## src/sgf_pkg.sv

```systemverilog
// sgf_pkg: constants and carrier types for the command/address front end.
// Assumes one sys_clk domain; every pad arrives asynchronous to it.
package sgf_pkg;
  localparam int ROW_W     = 13;
  localparam int BANK_W    = 4;
  localparam int COL_W_X32 = 6;
  localparam int COL_W_X16 = 7;
  localparam int APIN_W    = 9;
  localparam int LANES     = 4;
  localparam int PAIRS     = 2;
  localparam int A_AUTO    = 8;
  localparam int A_VAR_HI  = 11;
  localparam int A_VAR_LO  = 10;
  // Lanes are off (no termination) while in reset
  localparam logic [3:0] LANE_RST  = 4'h0;
  localparam logic [3:0] LANE_X32  = 4'hf;
  // Physical byte slots that stay on in x16 mode
  localparam logic [3:0] LANE_X16  = 4'hc;
  localparam logic [1:0] CFG_WAIT  = 2'h3;
  localparam logic [1:0] VAR_PLAIN = 2'h0;
  localparam logic [1:0] VAR_ONE   = 2'h1;
  localparam logic [1:0] VAR_TWO   = 2'h2;
  localparam logic [1:0] VAR_TRAIN = 2'h3;

  typedef enum logic [4:0] {
    CMD_NONE, CMD_MODE_REG_LOAD, CMD_ROW_OPEN, CMD_READ_BURST,
    CMD_READ_BURST_AUTOCLOSE, CMD_FIFO_PRELOAD, CMD_FIFO_TRAIN_READOUT,
    CMD_STORE_BURST, CMD_STORE_BURST_AUTOCLOSE, CMD_STORE_ONE_BYTE_MASKED,
    CMD_STORE_ONE_BYTE_MASKED_AUTOCLOSE, CMD_STORE_TWO_BYTE_MASKED,
    CMD_STORE_TWO_BYTE_MASKED_AUTOCLOSE, CMD_FIFO_DIRECT_STORE,
    CMD_CLOSE_BANK, CMD_CLOSE_ALL_BANKS, CMD_REFRESH,
    CMD_SELF_RESTORE_ENTRY, CMD_SELF_RESTORE_EXIT,
    CMD_SLEEP_ENTRY, CMD_SLEEP_EXIT
  } sgf_code_t;

  typedef enum logic [1:0] {PWR_ON, PWR_SLEEP, PWR_SELF} sgf_pwr_t;

  // Strobe balls, named by their meaning when not mirrored
  typedef struct packed {
    logic csN;
    logic weN;
    logic rasN;
    logic casN;
  } sgf_strobe_t;

  typedef struct packed {
    logic        ck;
    logic        ckN;
    logic [1:0]  forwarded_data_clock;
    logic [1:0]  wckN;
    sgf_strobe_t cmd;
    logic        ckeN;
    logic        abiN;
    logic [8:0]  addr;
    logic [31:0] dq;
    logic        mirror;
    logic        width;
  } sgf_pins_t;

  typedef struct packed {
    logic       valid;
    sgf_code_t  code;
    logic [3:0] bank;
    logic [12:0] addr;
    logic [6:0] column;
  } sgf_cmd_t;
endpackage

```

## src/sgf_front_end.sv

```systemverilog
// sgf_front_end: command/address front end of a graphics SDRAM.
// Assumes all pads are asynchronous to sys_clk and that the command
// clock and data clock run far slower than sys_clk.
//
// Overview of operation
// - Mirror strap swaps pin positions pairwise
// - Internal logic uses logical names only
// - x16 mode turns off two byte lanes
// - Width pin low means x16, high x32
// - Width latched four sys_clk cycles after reset release, then frozen
// - Commands sampled on true clock rise only
// - Address taken on both clock rises
// - Fixed bit order for each address half
// - Data captured on both data clock rises
// - Column six or seven bits, row thirteen
// - Bank and column from low address bits for transfers
// - Deselect and no-op change nothing while clock enable holds
// - All strobes low loads a mode register
// - Row strobe alone opens a row
// - Read with subcode 10 preloads FIFO
// - Refresh or self-refresh entry by clock enable
// - Inversion flag low inverts address bits
// - Training mode reads from strobes only
// - Reset clears all and disables termination
`timescale 1ns/1ps

module sgf_front_end (
  // Clock and reset
  input  wire logic                sys_clk,
  input  wire logic                resetn,
  // Device pads, as seen at the physical balls
  input  wire sgf_pkg::sgf_pins_t  pads,
  // Mode bits
  input  wire logic                addrInvEnable,
  input  wire logic                addrTrainMode,
  // Decoded commands
  output sgf_pkg::sgf_cmd_t        cmdOut,
  output sgf_pkg::sgf_pwr_t        pwrState,
  // Configuration
  output logic                     cfgDone,
  output logic                     mirrored,
  output logic                     x16Mode,
  output logic [3:0]               laneOn,
  // Captured data, logical byte order
  output logic [31:0]              dataTrue,
  output logic [31:0]              dataComp,
  output logic [1:0]               dataTrueStb,
  output logic [1:0]               dataCompStb
);

  localparam int PIN_W = $bits(sgf_pkg::sgf_pins_t);

  typedef struct packed {
    logic [PIN_W-1:0]     s1;
    logic [PIN_W-1:0]     s2;
    logic [PIN_W-1:0]     s3;
    logic [PIN_W-1:0]     lvl;
    logic [1:0]           cnt;
    logic                 cfg;
    logic                 mir;
    logic                 x16;
    logic [3:0]           lane;
    sgf_pkg::sgf_strobe_t cmd;
    logic                 ckeN;
    logic                 ckePrev;
    logic [8:0]           h1;
    logic                 pend;
    sgf_pkg::sgf_pwr_t    pwr;
    sgf_pkg::sgf_cmd_t    out;
    logic [31:0]          dT;
    logic [31:0]          dC;
    logic [1:0]           sT;
    logic [1:0]           sC;
  } sgf_state_t;

  sgf_state_t q;
  sgf_state_t n;

  // Swap the address balls that trade places under mirroring
  function automatic logic [8:0] mirAddr(input logic [8:0] a);
    logic [8:0] r;
    r    = a;
    r[0] = a[2];
    r[2] = a[0];
    r[1] = a[3];
    r[3] = a[1];
    r[5] = a[7];
    r[7] = a[5];
    r[6] = a[8];
    r[8] = a[6];
    return r;
  endfunction

  logic [PIN_W-1:0]     agree;
  logic [PIN_W-1:0]     newLvl;
  sgf_pkg::sgf_pins_t   pin;
  sgf_pkg::sgf_pins_t   old;
  sgf_pkg::sgf_strobe_t lc;
  logic [8:0]           la;
  logic                 ckRise;
  logic                 ckNRise;
  logic [12:0]          row;
  logic [3:0]           bank;
  logic [1:0]           vr;
  logic                 ap;
  logic                 sel;
  logic                 idle;
  logic [2:0]           strb;
  sgf_pkg::sgf_code_t   code;
  int                   pp;
  int                   pb;

  always_comb begin : nextState
    n = q;
    // Three-stage pad sampling; a level counts once stages 2 and 3 agree
    n.s1   = pads;
    n.s2   = q.s1;
    n.s3   = q.s2;
    agree  = ~(q.s2 ^ q.s3);
    newLvl = (agree & q.s3) | (~agree & q.lvl);
    n.lvl  = newLvl;
    pin    = sgf_pkg::sgf_pins_t'(newLvl);
    old    = sgf_pkg::sgf_pins_t'(q.lvl);
    n.out.valid = 1'b0;
    n.sT = 2'h0;
    n.sC = 2'h0;
    pp   = 0;
    pb   = 0;

    // Strap and width capture after reset release, then frozen
    if (!q.cfg) begin
      if (q.cnt == sgf_pkg::CFG_WAIT) begin
        n.cfg = 1'b1;
        n.mir = pin.mirror;
        n.x16 = ~pin.width;
        n.lane = pin.width ? sgf_pkg::LANE_X32 : sgf_pkg::LANE_X16;
      end else begin
        n.cnt = q.cnt + 2'h1;
      end
    end

    // Logical strobes and address from the physical balls
    lc.csN  = q.mir ? pin.cmd.weN  : pin.cmd.csN;
    lc.weN  = q.mir ? pin.cmd.csN  : pin.cmd.weN;
    lc.rasN = q.mir ? pin.cmd.casN : pin.cmd.rasN;
    lc.casN = q.mir ? pin.cmd.rasN : pin.cmd.casN;
    la = q.mir ? mirAddr(pin.addr) : pin.addr;
    if (addrInvEnable && !pin.abiN) begin
      la = ~la;
    end

    ckRise  = pin.ck & ~old.ck;
    ckNRise = pin.ckN & ~old.ckN;

    // First half: strobes, clock enable and upper address
    if (q.cfg && ckRise) begin
      n.cmd     = lc;
      n.ckePrev = q.ckeN;
      n.ckeN    = pin.ckeN;
      n.h1      = la;
      n.pend    = 1'b1;
    end

    // Second half assembles the logical address
    row  = {q.h1[4], q.h1[5], q.h1[6], q.h1[7], q.h1[8],
            la[8], la[5], la[2], la[1], la[0], la[3], la[7], la[6]};
    bank = {q.h1[0], q.h1[1], q.h1[2], q.h1[3]};
    vr   = row[sgf_pkg::A_VAR_HI:sgf_pkg::A_VAR_LO];
    ap   = row[sgf_pkg::A_AUTO];
    sel  = ~q.cmd.csN;
    strb = {q.cmd.rasN, q.cmd.casN, q.cmd.weN};
    idle = ~sel | (strb == 3'h7);
    code = sgf_pkg::CMD_NONE;

    if (q.cfg && q.pend && ckNRise) begin
      n.pend = 1'b0;
      case ({q.ckePrev, q.ckeN})
        2'b00: begin
          if (sel && q.pwr == sgf_pkg::PWR_ON) begin
            case (strb)
              3'h0: begin
                code = sgf_pkg::CMD_MODE_REG_LOAD;
              end
              3'h3: begin
                code = sgf_pkg::CMD_ROW_OPEN;
              end
              3'h1: begin
                code = sgf_pkg::CMD_REFRESH;
              end
              3'h2: begin
                code = ap ? sgf_pkg::CMD_CLOSE_ALL_BANKS
                          : sgf_pkg::CMD_CLOSE_BANK;
              end
              3'h5: begin
                if (addrTrainMode) begin
                  code = sgf_pkg::CMD_READ_BURST;
                end else begin
                  case (vr)
                    sgf_pkg::VAR_PLAIN,
                    sgf_pkg::VAR_ONE: begin
                      code = ap ? sgf_pkg::CMD_READ_BURST_AUTOCLOSE
                                : sgf_pkg::CMD_READ_BURST;
                    end
                    sgf_pkg::VAR_TWO: begin
                      if (!ap) begin
                        code = sgf_pkg::CMD_FIFO_PRELOAD;
                      end
                    end
                    default: begin
                      if (!ap) begin
                        code = sgf_pkg::CMD_FIFO_TRAIN_READOUT;
                      end
                    end
                  endcase
                end
              end
              3'h4: begin
                case (vr)
                  sgf_pkg::VAR_PLAIN: begin
                    code = ap ? sgf_pkg::CMD_STORE_BURST_AUTOCLOSE
                              : sgf_pkg::CMD_STORE_BURST;
                  end
                  sgf_pkg::VAR_ONE: begin
                    code = ap ? sgf_pkg::CMD_STORE_ONE_BYTE_MASKED_AUTOCLOSE
                              : sgf_pkg::CMD_STORE_ONE_BYTE_MASKED;
                  end
                  sgf_pkg::VAR_TWO: begin
                    code = ap ? sgf_pkg::CMD_STORE_TWO_BYTE_MASKED_AUTOCLOSE
                              : sgf_pkg::CMD_STORE_TWO_BYTE_MASKED;
                  end
                  default: begin
                    if (!ap) begin
                      code = sgf_pkg::CMD_FIFO_DIRECT_STORE;
                    end
                  end
                endcase
              end
              default: begin
                code = sgf_pkg::CMD_NONE;
              end
            endcase
          end
        end
        2'b01: begin
          if (idle && q.pwr == sgf_pkg::PWR_ON) begin
            code  = sgf_pkg::CMD_SLEEP_ENTRY;
            n.pwr = sgf_pkg::PWR_SLEEP;
          end else if (sel && strb == 3'h1 && q.pwr == sgf_pkg::PWR_ON) begin
            code  = sgf_pkg::CMD_SELF_RESTORE_ENTRY;
            n.pwr = sgf_pkg::PWR_SELF;
          end
        end
        2'b10: begin
          if (idle && q.pwr != sgf_pkg::PWR_ON) begin
            code  = (q.pwr == sgf_pkg::PWR_SELF) ? sgf_pkg::CMD_SELF_RESTORE_EXIT
                                                 : sgf_pkg::CMD_SLEEP_EXIT;
            n.pwr = sgf_pkg::PWR_ON;
          end
        end
        default: begin
          code = sgf_pkg::CMD_NONE;
        end
      endcase
      if (code != sgf_pkg::CMD_NONE) begin
        n.out.valid = 1'b1;
        n.out.code  = code;
        n.out.bank  = bank;
        n.out.addr  = row;
        n.out.column = q.x16 ? row[sgf_pkg::COL_W_X16-1:0]
                             : {1'b0, row[sgf_pkg::COL_W_X32-1:0]};
      end
    end

    // Data capture per clock pair on both data clock rises
    for (int p = 0; p < sgf_pkg::PAIRS; p++) begin
      pp = q.mir ? (sgf_pkg::PAIRS - 1 - p) : p;
      pb = q.mir ? (sgf_pkg::LANES - 1 - 2 * p) : 2 * p;
      if (q.cfg && q.lane[pb]) begin
        if (pin.forwarded_data_clock[pp] && !old.forwarded_data_clock[pp]) begin
          n.sT[p] = 1'b1;
          for (int b = 2 * p; b < 2 * p + 2; b++) begin
            pb = q.mir ? (sgf_pkg::LANES - 1 - b) : b;
            n.dT[8*b +: 8] = pin.dq[8*pb +: 8];
          end
        end
        if (pin.wckN[pp] && !old.wckN[pp]) begin
          n.sC[p] = 1'b1;
          for (int b = 2 * p; b < 2 * p + 2; b++) begin
            pb = q.mir ? (sgf_pkg::LANES - 1 - b) : b;
            n.dC[8*b +: 8] = pin.dq[8*pb +: 8];
          end
        end
      end
    end
  end

  always_ff @(posedge sys_clk or negedge resetn) begin
    if (!resetn) begin
      q      <= '0;
      q.lane <= sgf_pkg::LANE_RST;
    end else begin
      q <= n;
    end
  end

  assign cmdOut      = q.out;
  assign pwrState    = q.pwr;
  assign cfgDone     = q.cfg;
  assign mirrored    = q.mir;
  assign x16Mode     = q.x16;
  assign laneOn      = q.lane;
  assign dataTrue    = q.dT;
  assign dataComp    = q.dC;
  assign dataTrueStb = q.sT;
  assign dataCompStb = q.sC;

endmodule // sgf_front_end

```

## config.mk

```make
export PLATFORM = sky130hd
export DESIGN_NAME = sgf_front_end
export DESIGN_NICKNAME = d
export VERILOG_FILES = /design/src/sgf_pkg.sv /design/src/sgf_front_end.sv
export SDC_FILE = /design/constraint.sdc
export NUM_CORES = 1
export LEC_CHECK = 0
export BUFFER_PORTS_ARGS = -buffer_cell sky130_fd_sc_hd__buf_2
export CAP_MARGIN = 10
export CELL_PAD_IN_SITES_DETAIL_PLACEMENT = 1
export CELL_PAD_IN_SITES_GLOBAL_PLACEMENT = 1
export CORE_MARGIN = 8
export CORE_UTILIZATION = 47
export DETAILED_ROUTE_END_ITERATION = 6
export GPL_TIMING_DRIVEN = 0
export HOLD_SLACK_MARGIN = 0.08
export MAX_ROUTING_LAYER = met4
export PLACE_DENSITY_LB_ADDON = 0.1
export SLEW_MARGIN = 15
export SYNTH_ARGS = -nofsm -noshare
export SYNTH_HDL_FRONTEND = slang
export SYNTH_SLANG_ARGS = --single-unit
```

## constraint.sdc

```tcl
create_clock -name sys_clk -period 3.1 [get_ports sys_clk]
set_input_delay 0.465 -clock sys_clk [delete_from_list [all_inputs] [get_ports sys_clk]]
set_output_delay 0.465 -clock sys_clk [all_outputs]
set_load 0.02 [all_outputs]
```

# Yosys cells after proc, flatten, opt, wreduce, memory -nomap -nowiden
# Cells that the tools add are included.
[classes]
addsub = 1
n_mul = 0
div = 0
magnitude_cmp = 4
n_eq_ne = 14
shift = 4
mux = 80
n_bitwise = 16
n_reduce_logical = 37
[ops]
columns = ["cell", "count"]
rows = [
  ["$shiftx A32 B6 Y8", 4],
  ["$and A55 B55 Y55", 2],
  ["$not A55 Y55", 2],
  ["$lt A32 B4 Y1 const B", 2],
  ["$or A55 B55 Y55", 1],
  ["$xor A55 B55 Y55", 1],
  ["$mux W1", 44],
  ["$mux W33", 1],
  ["$mux W30", 1],
  ["$pmux W5 S6", 1],
  ["$mux W5", 5],
  ["$mux W7", 3],
  ["$mux W2", 9],
  ["$mux W3", 6],
  ["$mux W9", 2],
  ["$logic_and A1 B1 Y1", 15],
  ["$pmux W5 S3", 1],
  ["$reduce_and A2 Y1", 7],
  ["$pmux W4 S3", 1],
  ["$eq A3 B3 Y1 const B", 3],
  ["$not A9 Y9", 1],
  ["$eq A2 B2 Y1 const B", 4],
  ["$mux W4", 2],
  ["$eq A3 B2 Y1 const B", 2],
  ["other kinds (19)", 36],
]
[word_totals]
reg_bits = 345
latchBits = 0
ram_bits = 0
mem_bits_ro = 0
inputBits = 59
out_inout_bits = 107
word_cells = 185
memories = 0

# Logic depth before layout (Yosys ltp)
# Gate-level depths: netlist of run 1.
[logic_depth]
word_depth = 11
mapped_depth = 10
depth_no_buf = 8

# Worst setup path before layout of run 1
# No wires, ideal clock.
[synth_timing]
path_type = "reg-to-reg"
startpoint = "register q[106] (netlist name)"
endpoint = "register q (netlist bit cmdOut[14])"
setup_ns = 0.125
arrival_time_ns = 2.293
t_required_ns = 2.975
slack_ns = 0.682
path_stages_with_launch = 10
path_buffers = 1
synth_period_minus_slack_ns = 2.418
cell_sequence = "dfrtp_1 inv_1 ha_1 or3_1 a31o_2 a31oi_1 nand4_2 o21ai_2 buf_6 mux2_4"
[synth_between]
elab_chain_cells = 10
elab_cells_between_ends = 13
cone_classes = "eq/ne (2); mux (7); reduce/logical (4)"
[synth_rtl]
columns = ["item", "line", "source"]
rows = [
  ["start, declared", "sgf_front_end.sv:76", "sgf_state_t q;"],
  ["start signal, assigned", "sgf_front_end.sv:302", "q <= n;"],
  ["$eq A2 B1 Y1 / $logic_not A2 Y1 (equally long branches)", "sgf_front_end.sv:198, sgf_front_end.sv:218", ""],
  ["$reduce_or A2 Y1", "n/a", ""],
  ["$pmux W3 S2", "sgf_front_end.sv:198", "case (vr)"],
  ["$mux W3", "sgf_front_end.sv:195", "if (addrTrainMode) begin"],
  ["$pmux W5 S6 (*)", "sgf_front_end.sv:180", "case (strb)"],
  ["$mux W5 (*)", "sgf_front_end.sv:179", "if (sel && q.pwr == sgf_pkg::PWR_ON) begin"],
  ["$pmux W5 S3 (*)", "sgf_front_end.sv:177", "case ({q.ckePrev, q.ckeN})"],
  ["$mux W5 (*)", "sgf_front_end.sv:175", "if (q.cfg && q.pend && ckNRise) begin"],
  ["$reduce_bool A5 Y1 (*)", "sgf_front_end.sv:264", "if (code != sgf_pkg::CMD_NONE) begin"],
  ["$reduce_and A2 Y1 (no line) (*)", "n/a", ""],
]
# Every way passes the cells marked *; elsewhere a longest branch is shown, timed or not. The select of a mux whose other input is x is not followed.
# A chain may end at the register's enable or synchronous reset.

# Worst setup path after layout of run 1
[layout_timing]
startpoint = "register q[106] (netlist name)"
endpoint = "register q (netlist bit cmdOut[8])"
# Same word-level chain as after synthesis.

==> run_results.csv, run 1 <==
group,metric,value,unit
outcome,outcome,"complete, no violations",
sta,slew_headroom,33.3,%
routing,dr.first_iter.drc_count,351,
power_and_ir_drop,switching_power,0.00372,W
synthesis,synth_compound_area_share,5.23,%
synthesis,yosysUniqueCellTypes,50,
clock_tree,numCtsBuffers,36,
synthesis,synthXorXnorAreaFrac,0.788,%
sta,hold_viol,0,
synthesis,synth_top_area_share,69.0,%
synthesis,synth_area_leader_cell,"dfrtp_1",
min_path,hold_class,"primary input to flop",
floorplan,die_area,31400,um^2
floorplan,die_w,177,um
worst_setup_path,crit_type,"flop to flop",
floorplan,start_util,47.4,%
synthesis,synth-adder-area-share,5.63,%
worst_setup_path,crit_chain,"inv_1, ha_1, or3_1, a31o_2, a31oi_1, nand4_2, o21ai_2, buf_2, mux2i_1",
synthesis,yosysSeqAreaShare,69.0,%
sta,max_freq,357,MHz
cells_and_area,multi_input_area,2800,um^2
synthesis,syn_avg_cell_area,13.8,um^2
sta,rsz0062_at_grt,"false",
routing,vias,7309,
synthesis,synth-edff-count,0,
synthesis,syn_inst,883,
sta,worst_pin_slew,1.00,ns
run,drv_cap,0,
clock_tree,clock_path_buffers,3,
floorplan,num_rows,59,
power_and_ir_drop,p_leak,7.44,nW
power_and_ir_drop,cellPowerDensity,835,nW/um^2
sta,setup_viol,0,
sta,fin_skew,0.0191,ns
synthesis,synthArstFlopShare,100,%
floorplan,core,25800,um^2
placement,finalWeightedCongestion,0.762,
power_and_ir_drop,comb_power_share,24.1,%
placement,dp_hpwl,18400,um
synthesis,synth_mux_area_share,6.17,%
global_route,grt_usage,18.9,%
global_route,grt_max_degree,109,
global_route,antenna_found_initial,0,
routing,ant_nets,0,
clock_tree,post_cts_buffers,0,
worst_setup_path,crit_required,3.51,ns
routing,dr.pass1.iters,4,
worst_setup_path,start_kind,"flop",
synthesis,yosysWarnings,0,
clock_tree,cts_tree,"done",
clock_tree,htreeDepth,2,
clock_tree,clkTransAtPathRegs,0.06,ns
worst_setup_path,slowest_stage,"dfrtp_1",
routing,finalWirelength,27800,um
power_and_ir_drop,p_int,0.00903,W
worst_setup_path,crit_path_end_kind,"flop",
worst_setup_path,crit_arrival,3.21,ns
routing,wl_per_cell,18.5,um
sta,slew_violations,0,
power_and_ir_drop,power.total,0.0128,W
cells_and_area,drive_above_1_share,30.9,%
sta,period_share,90.3,%
sta,min_period,2.80,ns
synthesis,synth_area_leaders,"dfrtp_1 (69%), buf_4 (6.4%), maj3_1 (4.5%)",
cells_and_area,fillers,2563,
synthesis,syn_nets,953,
power_and_ir_drop,peakVddDrop,0.495,mV
synthesis,synth_top_family_by_area,"buffers and inverters",
synthesis,synth_flop_cell,"dfrtp_1",
worst_setup_path,max_stage_delay,0.45,ns
cells_and_area,diodes,0,
synthesis,netlist_area,12200,um^2
worst_setup_path,worstPathMaxFanout,10,
floorplan,io_pins,166,
power_and_ir_drop,p_clk_share,33.3,%
synthesis,ys_seq_elements,337,
routing,drc_errors,0,
clock_tree,clk_latency,0.51,ns
placement,port_buffers,165,
cells_and_area,final_util,59.3,%
floorplan,dieHeight,177,um
global_route,grt_pass1_wl,45500,um
power_and_ir_drop,switching_share,29.2,%
routing,viasPerCell,4.86,
global_route,grt_pass1_vias,8240,
power_and_ir_drop,pwr-share-seq,42.7,%
synthesis,yosys.area_share.simple,5.09,%
global_route,grt_overflow_total,0,
clock_tree,root_buffer,"clkbuf_16",
cells_and_area,register_area,8430,um^2
cells_and_area,synthToLayoutAreaGrowth,25.0,%
clock_tree,cts_sinks,337,
cells_and_area,nNetsFinal,1212,
[cells by family (layout without fill, tap and decap cells)]
family          after synthesis  in the layout
compound gates              114            114
xor+xnor                     11             11
fa+ha+maj                    66             66
buf+inv                     154            440
flops                       337            337
mux                          70             70
simple gates                131            131
[worst max-delay path: cells and delay by family (launching register included)]
| family | cells | cell delay, ns |
|---|---|---|
| AO/OA/AOI/OAI | 3 | 0.75 |
| adder cells (fa/ha/maj) | 1 | 0.25 |
| flip-flops | 1 | 0.45 |
| multiplexers | 1 | 0.25 |
| AND/OR/NAND/NOR | 2 | 0.52 |
| buffers and inverters | 2 | 0.48 |
[state kept, by name, summed over array words and instances (netlist names), 2 cells and up]
| signal | flops |
|---|---|
| cmdOut | 24 |
| n | 110 |
| old | 55 |
| dataTrue | 32 |
| dataCompStb | 2 |
| dataTrueStb | 2 |
| q | 68 |
| dataComp | 32 |
| bank | 4 |
| pwrState | 2 |
| laneOn | 2 |
[synthesized netlist by cell type, drive strengths merged (4+ instances only)]
master,number
a21oi,5
buf,113
clkbuf,20
dfrtp,337
ha,11
inv,21
maj3,55
mux2,16
mux2i,54
nand2,85
nand2b,4
nor2,9
nor2b,7
o21ai,88
xnor2,8
[worst paths after layout]
| check | from | to | slack, ns | cells past startpoint |
|---|---|---|---|---|
| max reg2reg | q[106] | cmdOut[8] | 0.30 | 9 |
| max in group asynchronous | resetn | q[193] | 1.42 | 4 |
| min | pads[9] | n[244] | 0.1 | 1 |
| max | q[106] | cmdOut[8] | 0.30 | 9 |
| min reg2reg | n[238] | n[183] | 0.35 | 0 |
| min in group asynchronous | resetn | dataTrueStb[1] | 0.44 | 2 |
[final cells by class]
| cell class | count | area share [%] |
|---|---|---|
| Inverter | 21 | 0.516 |
| Clock buffer | 54 | 7.00 |
| Multi-Input combinational cell | 392 | 18.3 |
| Sequential cell | 337 | 55.2 |
| Timing Repair Buffer | 221 | 9.48 |
| Tap cell | 335 | 2.74 |
| Clock inverter | 11 | 0.770 |
| Buffer | 133 | 5.97 |
[power by group through the flow]
stage          registers (W)  clock network (W)  logic [W]
6_report             0.00544            0.00424    0.00307
5_1_grt              0.00552            0.00451    0.00337
4_1_cts              0.00545            0.00434    0.00313
3_5_place_dp         0.00551                  0    0.00305
3_3_place_gp         0.00548                  0    0.00298
2_1_floorplan        0.00537                  0    0.00215
[through the flow]
step | area [um^2] | TNS [ns] | std cells | setup slack, ns | hold WS [ns]
floorplan | 12200 | 0 | 883 | 0.682 | 0.169
global route | 15300 | 0 | 1504 | 0.0788 | 0.0826
CTS | 15300 | 0 | 1502 | 0.0680 | 0.0805
finish | 15300 | 0 | 1504 | 0.300 | 0.0993
global placement | 13500 | -1588.62 | 1383 | -4.76 | 0.331
detailed placement | 13600 | 0 | 1386 | 0.0936 | 0.336
[placed cells by master (no fill, tap or decap), types with 3 or more instances in the layout]
cell type and n:
dfrtp_1 337, buf_2 169, buf_4 104, nand2_1 85, o21ai_0 84, maj3_1 55
mux2i_1 54, dlygate4sd3_1 53, clkbuf_16 37, clkbuf_1 29, inv_1 20, ha_1 11
nor2_1 9, mux2_4 9, xnor2_1 8, clkbuf_8 8, mux2_2 7, nor2b_1 7
a21oi_1 5, clkinv_2 5, nand2b_1 4, a211oi_1 3, nor4_1 3, o21ai_1 3
a31oi_1 3, and3_1 3, nand4b_1 3, xor2_1 3, o2bb2ai_1 3, buf_16 3
[what timing repair did]
item                                    4_1_cts  5_1_grt
hold buffers                                 51        2
endpoints found under the setup margin        0        3
gates resized for setup                       0        3
hold endpoints to repair                     87        2
[routing by layer]
layer	track usage, %	wire length (um)	up-vias
met5	-	0	-
met4	4.86	601	0
met3	3.18	1080	47
li1	-	-	3385
met2	32.1	14300	148
met1	23.2	11900	3729
(Power assumes the default switching activity.)
==> inputs of run 2 (changes only) <==
Settings changed: CELL_PAD_IN_SITES_DETAIL_PLACEMENT 1 to unset, CELL_PAD_IN_SITES_GLOBAL_PLACEMENT 1 to unset, CORE_UTILIZATION 47 to 51, PLACE_DENSITY set to 0.75, PLACE_DENSITY_LB_ADDON 0.1 to unset, SKIP_LAST_GASP set to 1.
Clock period 3.1 ns to 2.4 ns, I/O delays scaled along.
==> run_results.csv, run 2 (same netlist as run 1, synthesis figures left out) <==
group,metric,value,unit
routing,viasPerCell,4.90,
cells_and_area,synthToLayoutAreaGrowth,26.8,%
routing,ant_nets,0,
power_and_ir_drop,p_leak,7.53,nW
power_and_ir_drop,switching_share,29.3,%
cells_and_area,final_cell_mix,"dfrtp_1 (336), buf_2 (166), buf_4 (116), nand2_1 (85), o21ai_0 (84)",
worst_setup_path,crit_type,"flop to flop",
floorplan,io_pins,166,
floorplan,die_area,29200,um^2
power_and_ir_drop,cellPowerDensity,1060,nW/um^2
sta,fin_skew,0.0207,ns
global_route,grt_pass1_wl,41500,um
worst_setup_path,crit_required,2.78,ns
global_route,antenna_found_initial,0,
cells_and_area,register_area,8430,um^2
routing,wl_per_cell,17.3,um
global_route,grt_pass1_vias,7871,
clock_tree,htreeDepth,2,
clock_tree,cts_sinks,337,
floorplan,die_w,171,um
placement,finalWeightedCongestion,0.860,
power_and_ir_drop,comb_power_share,25.3,%
sta,worst_pin_slew,0.737,ns
clock_tree,clock_path_buffers,3,
placement,port_buffers,165,
cells_and_area,diodes,0,
clock_tree,clkTransAtPathRegs,0.06,ns
worst_setup_path,worstPathMaxFanout,10,
clock_tree,cts_tree,"done",
cells_and_area,fillers,1668,
worst_setup_path,start_kind,"flop",
cells_and_area,final_common_cell,"dfrtp_1",
power_and_ir_drop,peakVddDrop,0.719,mV
routing,dr.pass1.iters,5,
floorplan,start_util,52.1,%
floorplan,core,23500,um^2
sta,hold_viol,0,
power_and_ir_drop,switching_power,0.00481,W
sta,period_share,108,%
cells_and_area,multi_input_area,2920,um^2
routing,dr.first_iter.drc_count,520,
cells_and_area,largest_register_ff_count,110,
power_and_ir_drop,p_clk_share,31.8,%
clock_tree,clk_latency,0.51,ns
sta,slew_headroom,50.8,%
sta,rsz0062_at_grt,"true",
floorplan,dieHeight,171,um
outcome,outcome,"finished, violations left",
placement,dp_hpwl,16800,um
worst_setup_path,crit_path_end_kind,"flop",
global_route,grt_usage,18.7,%
routing,drc_errors,0,
power_and_ir_drop,pwr-share-seq,42.9,%
sta,min_period,2.58,ns
sta,max_freq,387,MHz
cells_and_area,nNetsFinal,1225,
outcome,violations,"negative setup slack",
sta,slew_violations,0,
clock_tree,root_buffer,"clkbuf_16",
placement,dp.cells,1370,
min_path,hold_class,"primary input to asynchronous set/reset pin",
run,drv_cap,0,
global_route,grt_max_degree,110,
clock_tree,numCtsBuffers,35,
power_and_ir_drop,p_int,0.0116,W
sta,whs,0.337,ns
routing,vias,7334,
worst_setup_path,crit_arrival,2.96,ns
floorplan,num_rows,56,
cells_and_area,drive_above_1_share,33.9,%
global_route,grt_overflow_total,0,
sta,setup_viol,21,
cells_and_area,stdcell_count,1497,
cells_and_area,final_util,66.0,%
sta,fin_ws,-0.183,ns
routing,finalWirelength,25800,um
run 2: changes by cell type in the layout (fill, tap and decap cells not counted), moves of 4 or more:
cell,before,now
buf_4,104,116
clkbuf_1,29,17
clkbuf_2,1,6
ha_1,11,7
inv_1,20,15
inv_2,1,5
run 2: layout make-up:
class,count,share of cell area (%)
tap,319,2.57
sequential,337,54.4
multi-input combinational,392,18.8
clock inverter,12,0.670
buffer,130,6.00
clock buffer,48,6.62
inverter,21,0.525
timing repair buffer,238,10.4
run 2: repair_timing:
action	CTS	global route
gates cloned	1	0
endpoints found under the setup margin	81	56
gates resized for setup	34	12
hold endpoints to repair	88	0
hold buffers	56	0
pin swaps	2	4
setup buffers	11	2
run 2: routing by layer:
layer  track usage, %  routed length [um]  up-vias
met2             30.6               12700      200
met5                -                   0        -
met3             3.34                1300       47
met1             23.6               11200     3676
li1                 -                   -     3411
met4             6.05                 612        0
run 2: per-stage QoR:
stage	setup WS (ns)	total power, W	cell area, um^2	setup TNS [ns]
2_1_floorplan	-0.00919	0.00973	12200	-0.0827
3_3_place_gp	-5.16	0.0109	13500	-1743.04
3_5_place_dp	-0.607	0.0110	13500	-16.16
4_1_cts	-0.125	0.0165	15400	-1.51
5_1_grt	-0.266	0.0172	15500	-4.47
6_report	-0.183	0.0164	15500	-2.75
run 2: worst paths after layout:
| path | start | to | slack [ns] | depth (start not counted) |
|---|---|---|---|---|
| max | q[111] | cmdOut[14] | -0.18 | 12 |
| min | resetn | n[215] | 0.34 | 2 |
| max reg2reg | q[111] | cmdOut[14] | -0.18 | 12 |
| min reg2reg | n[244] | n[189] | 0.34 | 0 |
| max in group asynchronous | resetn | n[248] | 1.26 | 3 |
| min in group sys_clk | n[244] | n[189] | 0.34 | 0 |
run 2: critical path, stage by stage, from the launching register on:
cell and delay, ns:
dfrtp_1 0.39, inv_2 0.07, buf_4 0.13, buf_4 0.12, buf_4 0.13, ha_4 0.17, mux2i_1 0.22, o32ai_2 0.14
a31oi_4 0.21, nand4_4 0.14, o21ai_4 0.23, buf_8 0.19, mux2_4 0.31
run 2: power groups by stage:
stage / Combinational, W / Clock, W / Sequential [W]
after floorplan: 0.00279 / 0 / 0.00694
after global placement: 0.00380 / 0 / 0.00707
after detailed placement: 0.00389 / 0 / 0.00710
after CTS: 0.00415 / 0.00536 / 0.00703
after global routing: 0.00453 / 0.00557 / 0.00714
final: 0.00416 / 0.00522 / 0.00705
==> inputs of run 3 (changes only) <==
Clock period 2.4 ns to 2.12 ns, I/O delays scaled along.
==> run_results.csv, run 3 (same netlist as run 1, synthesis figures left out) <==
group,metric,value,unit
worst_setup_path,crit_buf_inv,2,
floorplan,start_util,52.1,%
routing,ant_nets,0,
routing,drc_errors,0,
sta,period_share,118,%
placement,dp_hpwl,17000,um
routing,dr.first_iter.drc_count,508,
global_route,grt_usage,18.6,%
min_path,hold_class,"flop to flop",
floorplan,num_rows,56,
run,drv_cap,0,
cells_and_area,drive_above_1_share,33.8,%
worst_setup_path,crit_required,2.50,ns
placement,dpl-instance-area,13500,um^2
floorplan,die_w,171,um
worst_setup_path,start_kind,"flop",
clock_tree,numCtsBuffers,35,
placement,port_buffers,165,
floorplan,core,23500,um^2
routing,viasPerCell,4.92,
cells_and_area,largest_register_ff_count,110,
power_and_ir_drop,peakVddDrop,0.807,mV
routing,dr.pass1.iters,5,
sta,fin_ws,-0.373,ns
power_and_ir_drop,p_leak,7.53,nW
floorplan,dieHeight,171,um
sta,slew_headroom,59.0,%
clock_tree,clock_path_buffers,3,
floorplan,die_area,29200,um^2
clock_tree,cts_tree,"done",
global_route,grt_max_degree,106,
worst_setup_path,crit_arrival,2.87,ns
clock_tree,clk_latency,0.51,ns
worst_setup_path,slowest_stage,"or4b_4",
global_route,antenna_found_initial,0,
sta,min_period,2.49,ns
sta,max_freq,401,MHz
clock_tree,cts_sinks,337,
global_route,grt_pass1_vias,8073,
sta,fin_skew,0.0225,ns
placement,dp.cells,1370,
clock_tree,root_buffer,"clkbuf_16",
cells_and_area,nNetsFinal,1223,
global_route,grt_pass1_wl,41600,um
routing,vias,7364,
power_and_ir_drop,power.total,0.0187,W
worst_setup_path,crit_top_cell,"or4b_4",
worst_setup_path,crit_chain,"inv_2, ha_4, or4b_4, or4b_4, o211a_4, nand4_4, o21ai_4, buf_8, mux2_4",
worst_setup_path,worstPathMaxFanout,10,
routing,finalWirelength,25900,um
worst_setup_path,crit_type,"flop to flop",
cells_and_area,final_cell_mix,"dfrtp_1 (335), buf_2 (166), buf_4 (119), nand2_1 (85), o21ai_0 (82)",
routing,wl_per_cell,17.3,um
cells_and_area,final_common_cell,"dfrtp_1",
worst_setup_path,max_stage_delay,0.50,ns
cells_and_area,stdcell_count,1496,
sta,rsz0062_at_grt,"true",
cells_and_area,synthToLayoutAreaGrowth,26.7,%
placement,finalWeightedCongestion,0.849,
sta,fin_setup_tns,-7.50,ns
clock_tree,htreeDepth,2,
sta,slew_violations,0,
sta,worst_pin_slew,0.599,ns
outcome,outcome,"finished, violations left",
global_route,grt_overflow_total,0,
worst_setup_path,critPathTopFamily,"simple AND/OR/NAND/NOR gates",
sta,setup_viol,24,
floorplan,io_pins,166,
power_and_ir_drop,cellPowerDensity,1210,nW/um^2
cells_and_area,design_area,15500,um^2
outcome,violations,"negative setup slack",
worst_setup_path,crit_path_end_kind,"flop",
sta,hold_viol,0,
clock_tree,clkTransAtPathRegs,0.06,ns
==> run 3: cell types whose count changed in the layout (fill, tap and decap cells not counted), moves of 2 or more <==
cell	previous run	this run
buf_4	116	119
clkinv_2	8	5
buf_6	3	1
clkbuf_1	17	15
clkinvlp_4	0	2
ha_1	7	9
o21ai_0	84	82
==> run 3: cell type report <==
cell class	count	area (um^2)
Tap cell	319	399
Fill cell	1668	7990
Inverter	21	78.8
Clock buffer	49	1040
Multi-Input combinational cell	392	2900
Buffer	130	936
Clock inverter	11	125
Sequential cell	337	8440
Timing Repair Buffer	236	1570
Antenna cell	1	2.50
==> run 3: power by group <==
group	switching (W)	internal [W]
registers	0.000573	0.00739
clock network	0.00238	0.00367
logic	0.00250	0.00222
total	0.00545	0.0133
==> run 3: worst paths after layout <==
| check | startpoint | to | slack (ns) | cells after the start |
|---|---|---|---|---|
| worst max register to register | q[110] | cmdOut[15] | -0.37 | 9 |
| max in group asynchronous | resetn | n[209] | 0.45 | 4 |
| worst min register to register | n[278] | n[223] | 0.34 | 0 |
| worst max-delay path | q[110] | cmdOut[15] | -0.37 | 9 |
| worst min-delay path | n[278] | n[223] | 0.34 | 0 |
| min in group asynchronous | resetn | cmdOut[29] | 0.37 | 2 |
==> run 3: worst register-to-register path, cell delays in order (launching register included) <==
cell and delay [ns]:
dfrtp_1 0.39, inv_2 0.09, ha_4 0.13, or4b_4 0.45
or4b_4 0.50, o211a_4 0.17, nand4_4 0.11, o21ai_4 0.08
buf_8 0.17, mux2_4 0.30
==> run 3: stage by stage <==
stage | hold slack, ns | setup slack [ns] | utilization (%)
after global placement | 0.332 | -5.40 | 57.3
after global routing | 0.346 | -0.414 | 66.0
after floorplan | 0.0224 | -0.289 | -
final | 0.340 | -0.373 | 66.0
after CTS | 0.338 | -0.376 | 65.8
after detailed placement | 0.320 | -0.724 | 57.7
==> run 3: timing repair <==
item / 4_1_cts / 5_1_grt
endpoints found under the setup margin: 85 / 47
buffers inserted: 10 / 2
hold endpoints to repair: 131 / 0
resized for setup: 32 / 14
pin swaps: 3 / 4
hold buffers: 56 / 0
==> run 3: metal layers <==
| metal | share of wire [%] | track usage [%] | vias to the layer above |
|---|---|---|---|
| met1 | 44 | 23.6 | 3712 |
| met5 | 0 | - | - |
| li1 | - | - | 3406 |
| met3 | 4.9 | 3.71 | 55 |
| met2 | 49 | 29.9 | 191 |
| met4 | 2.6 | 6.16 | 0 |
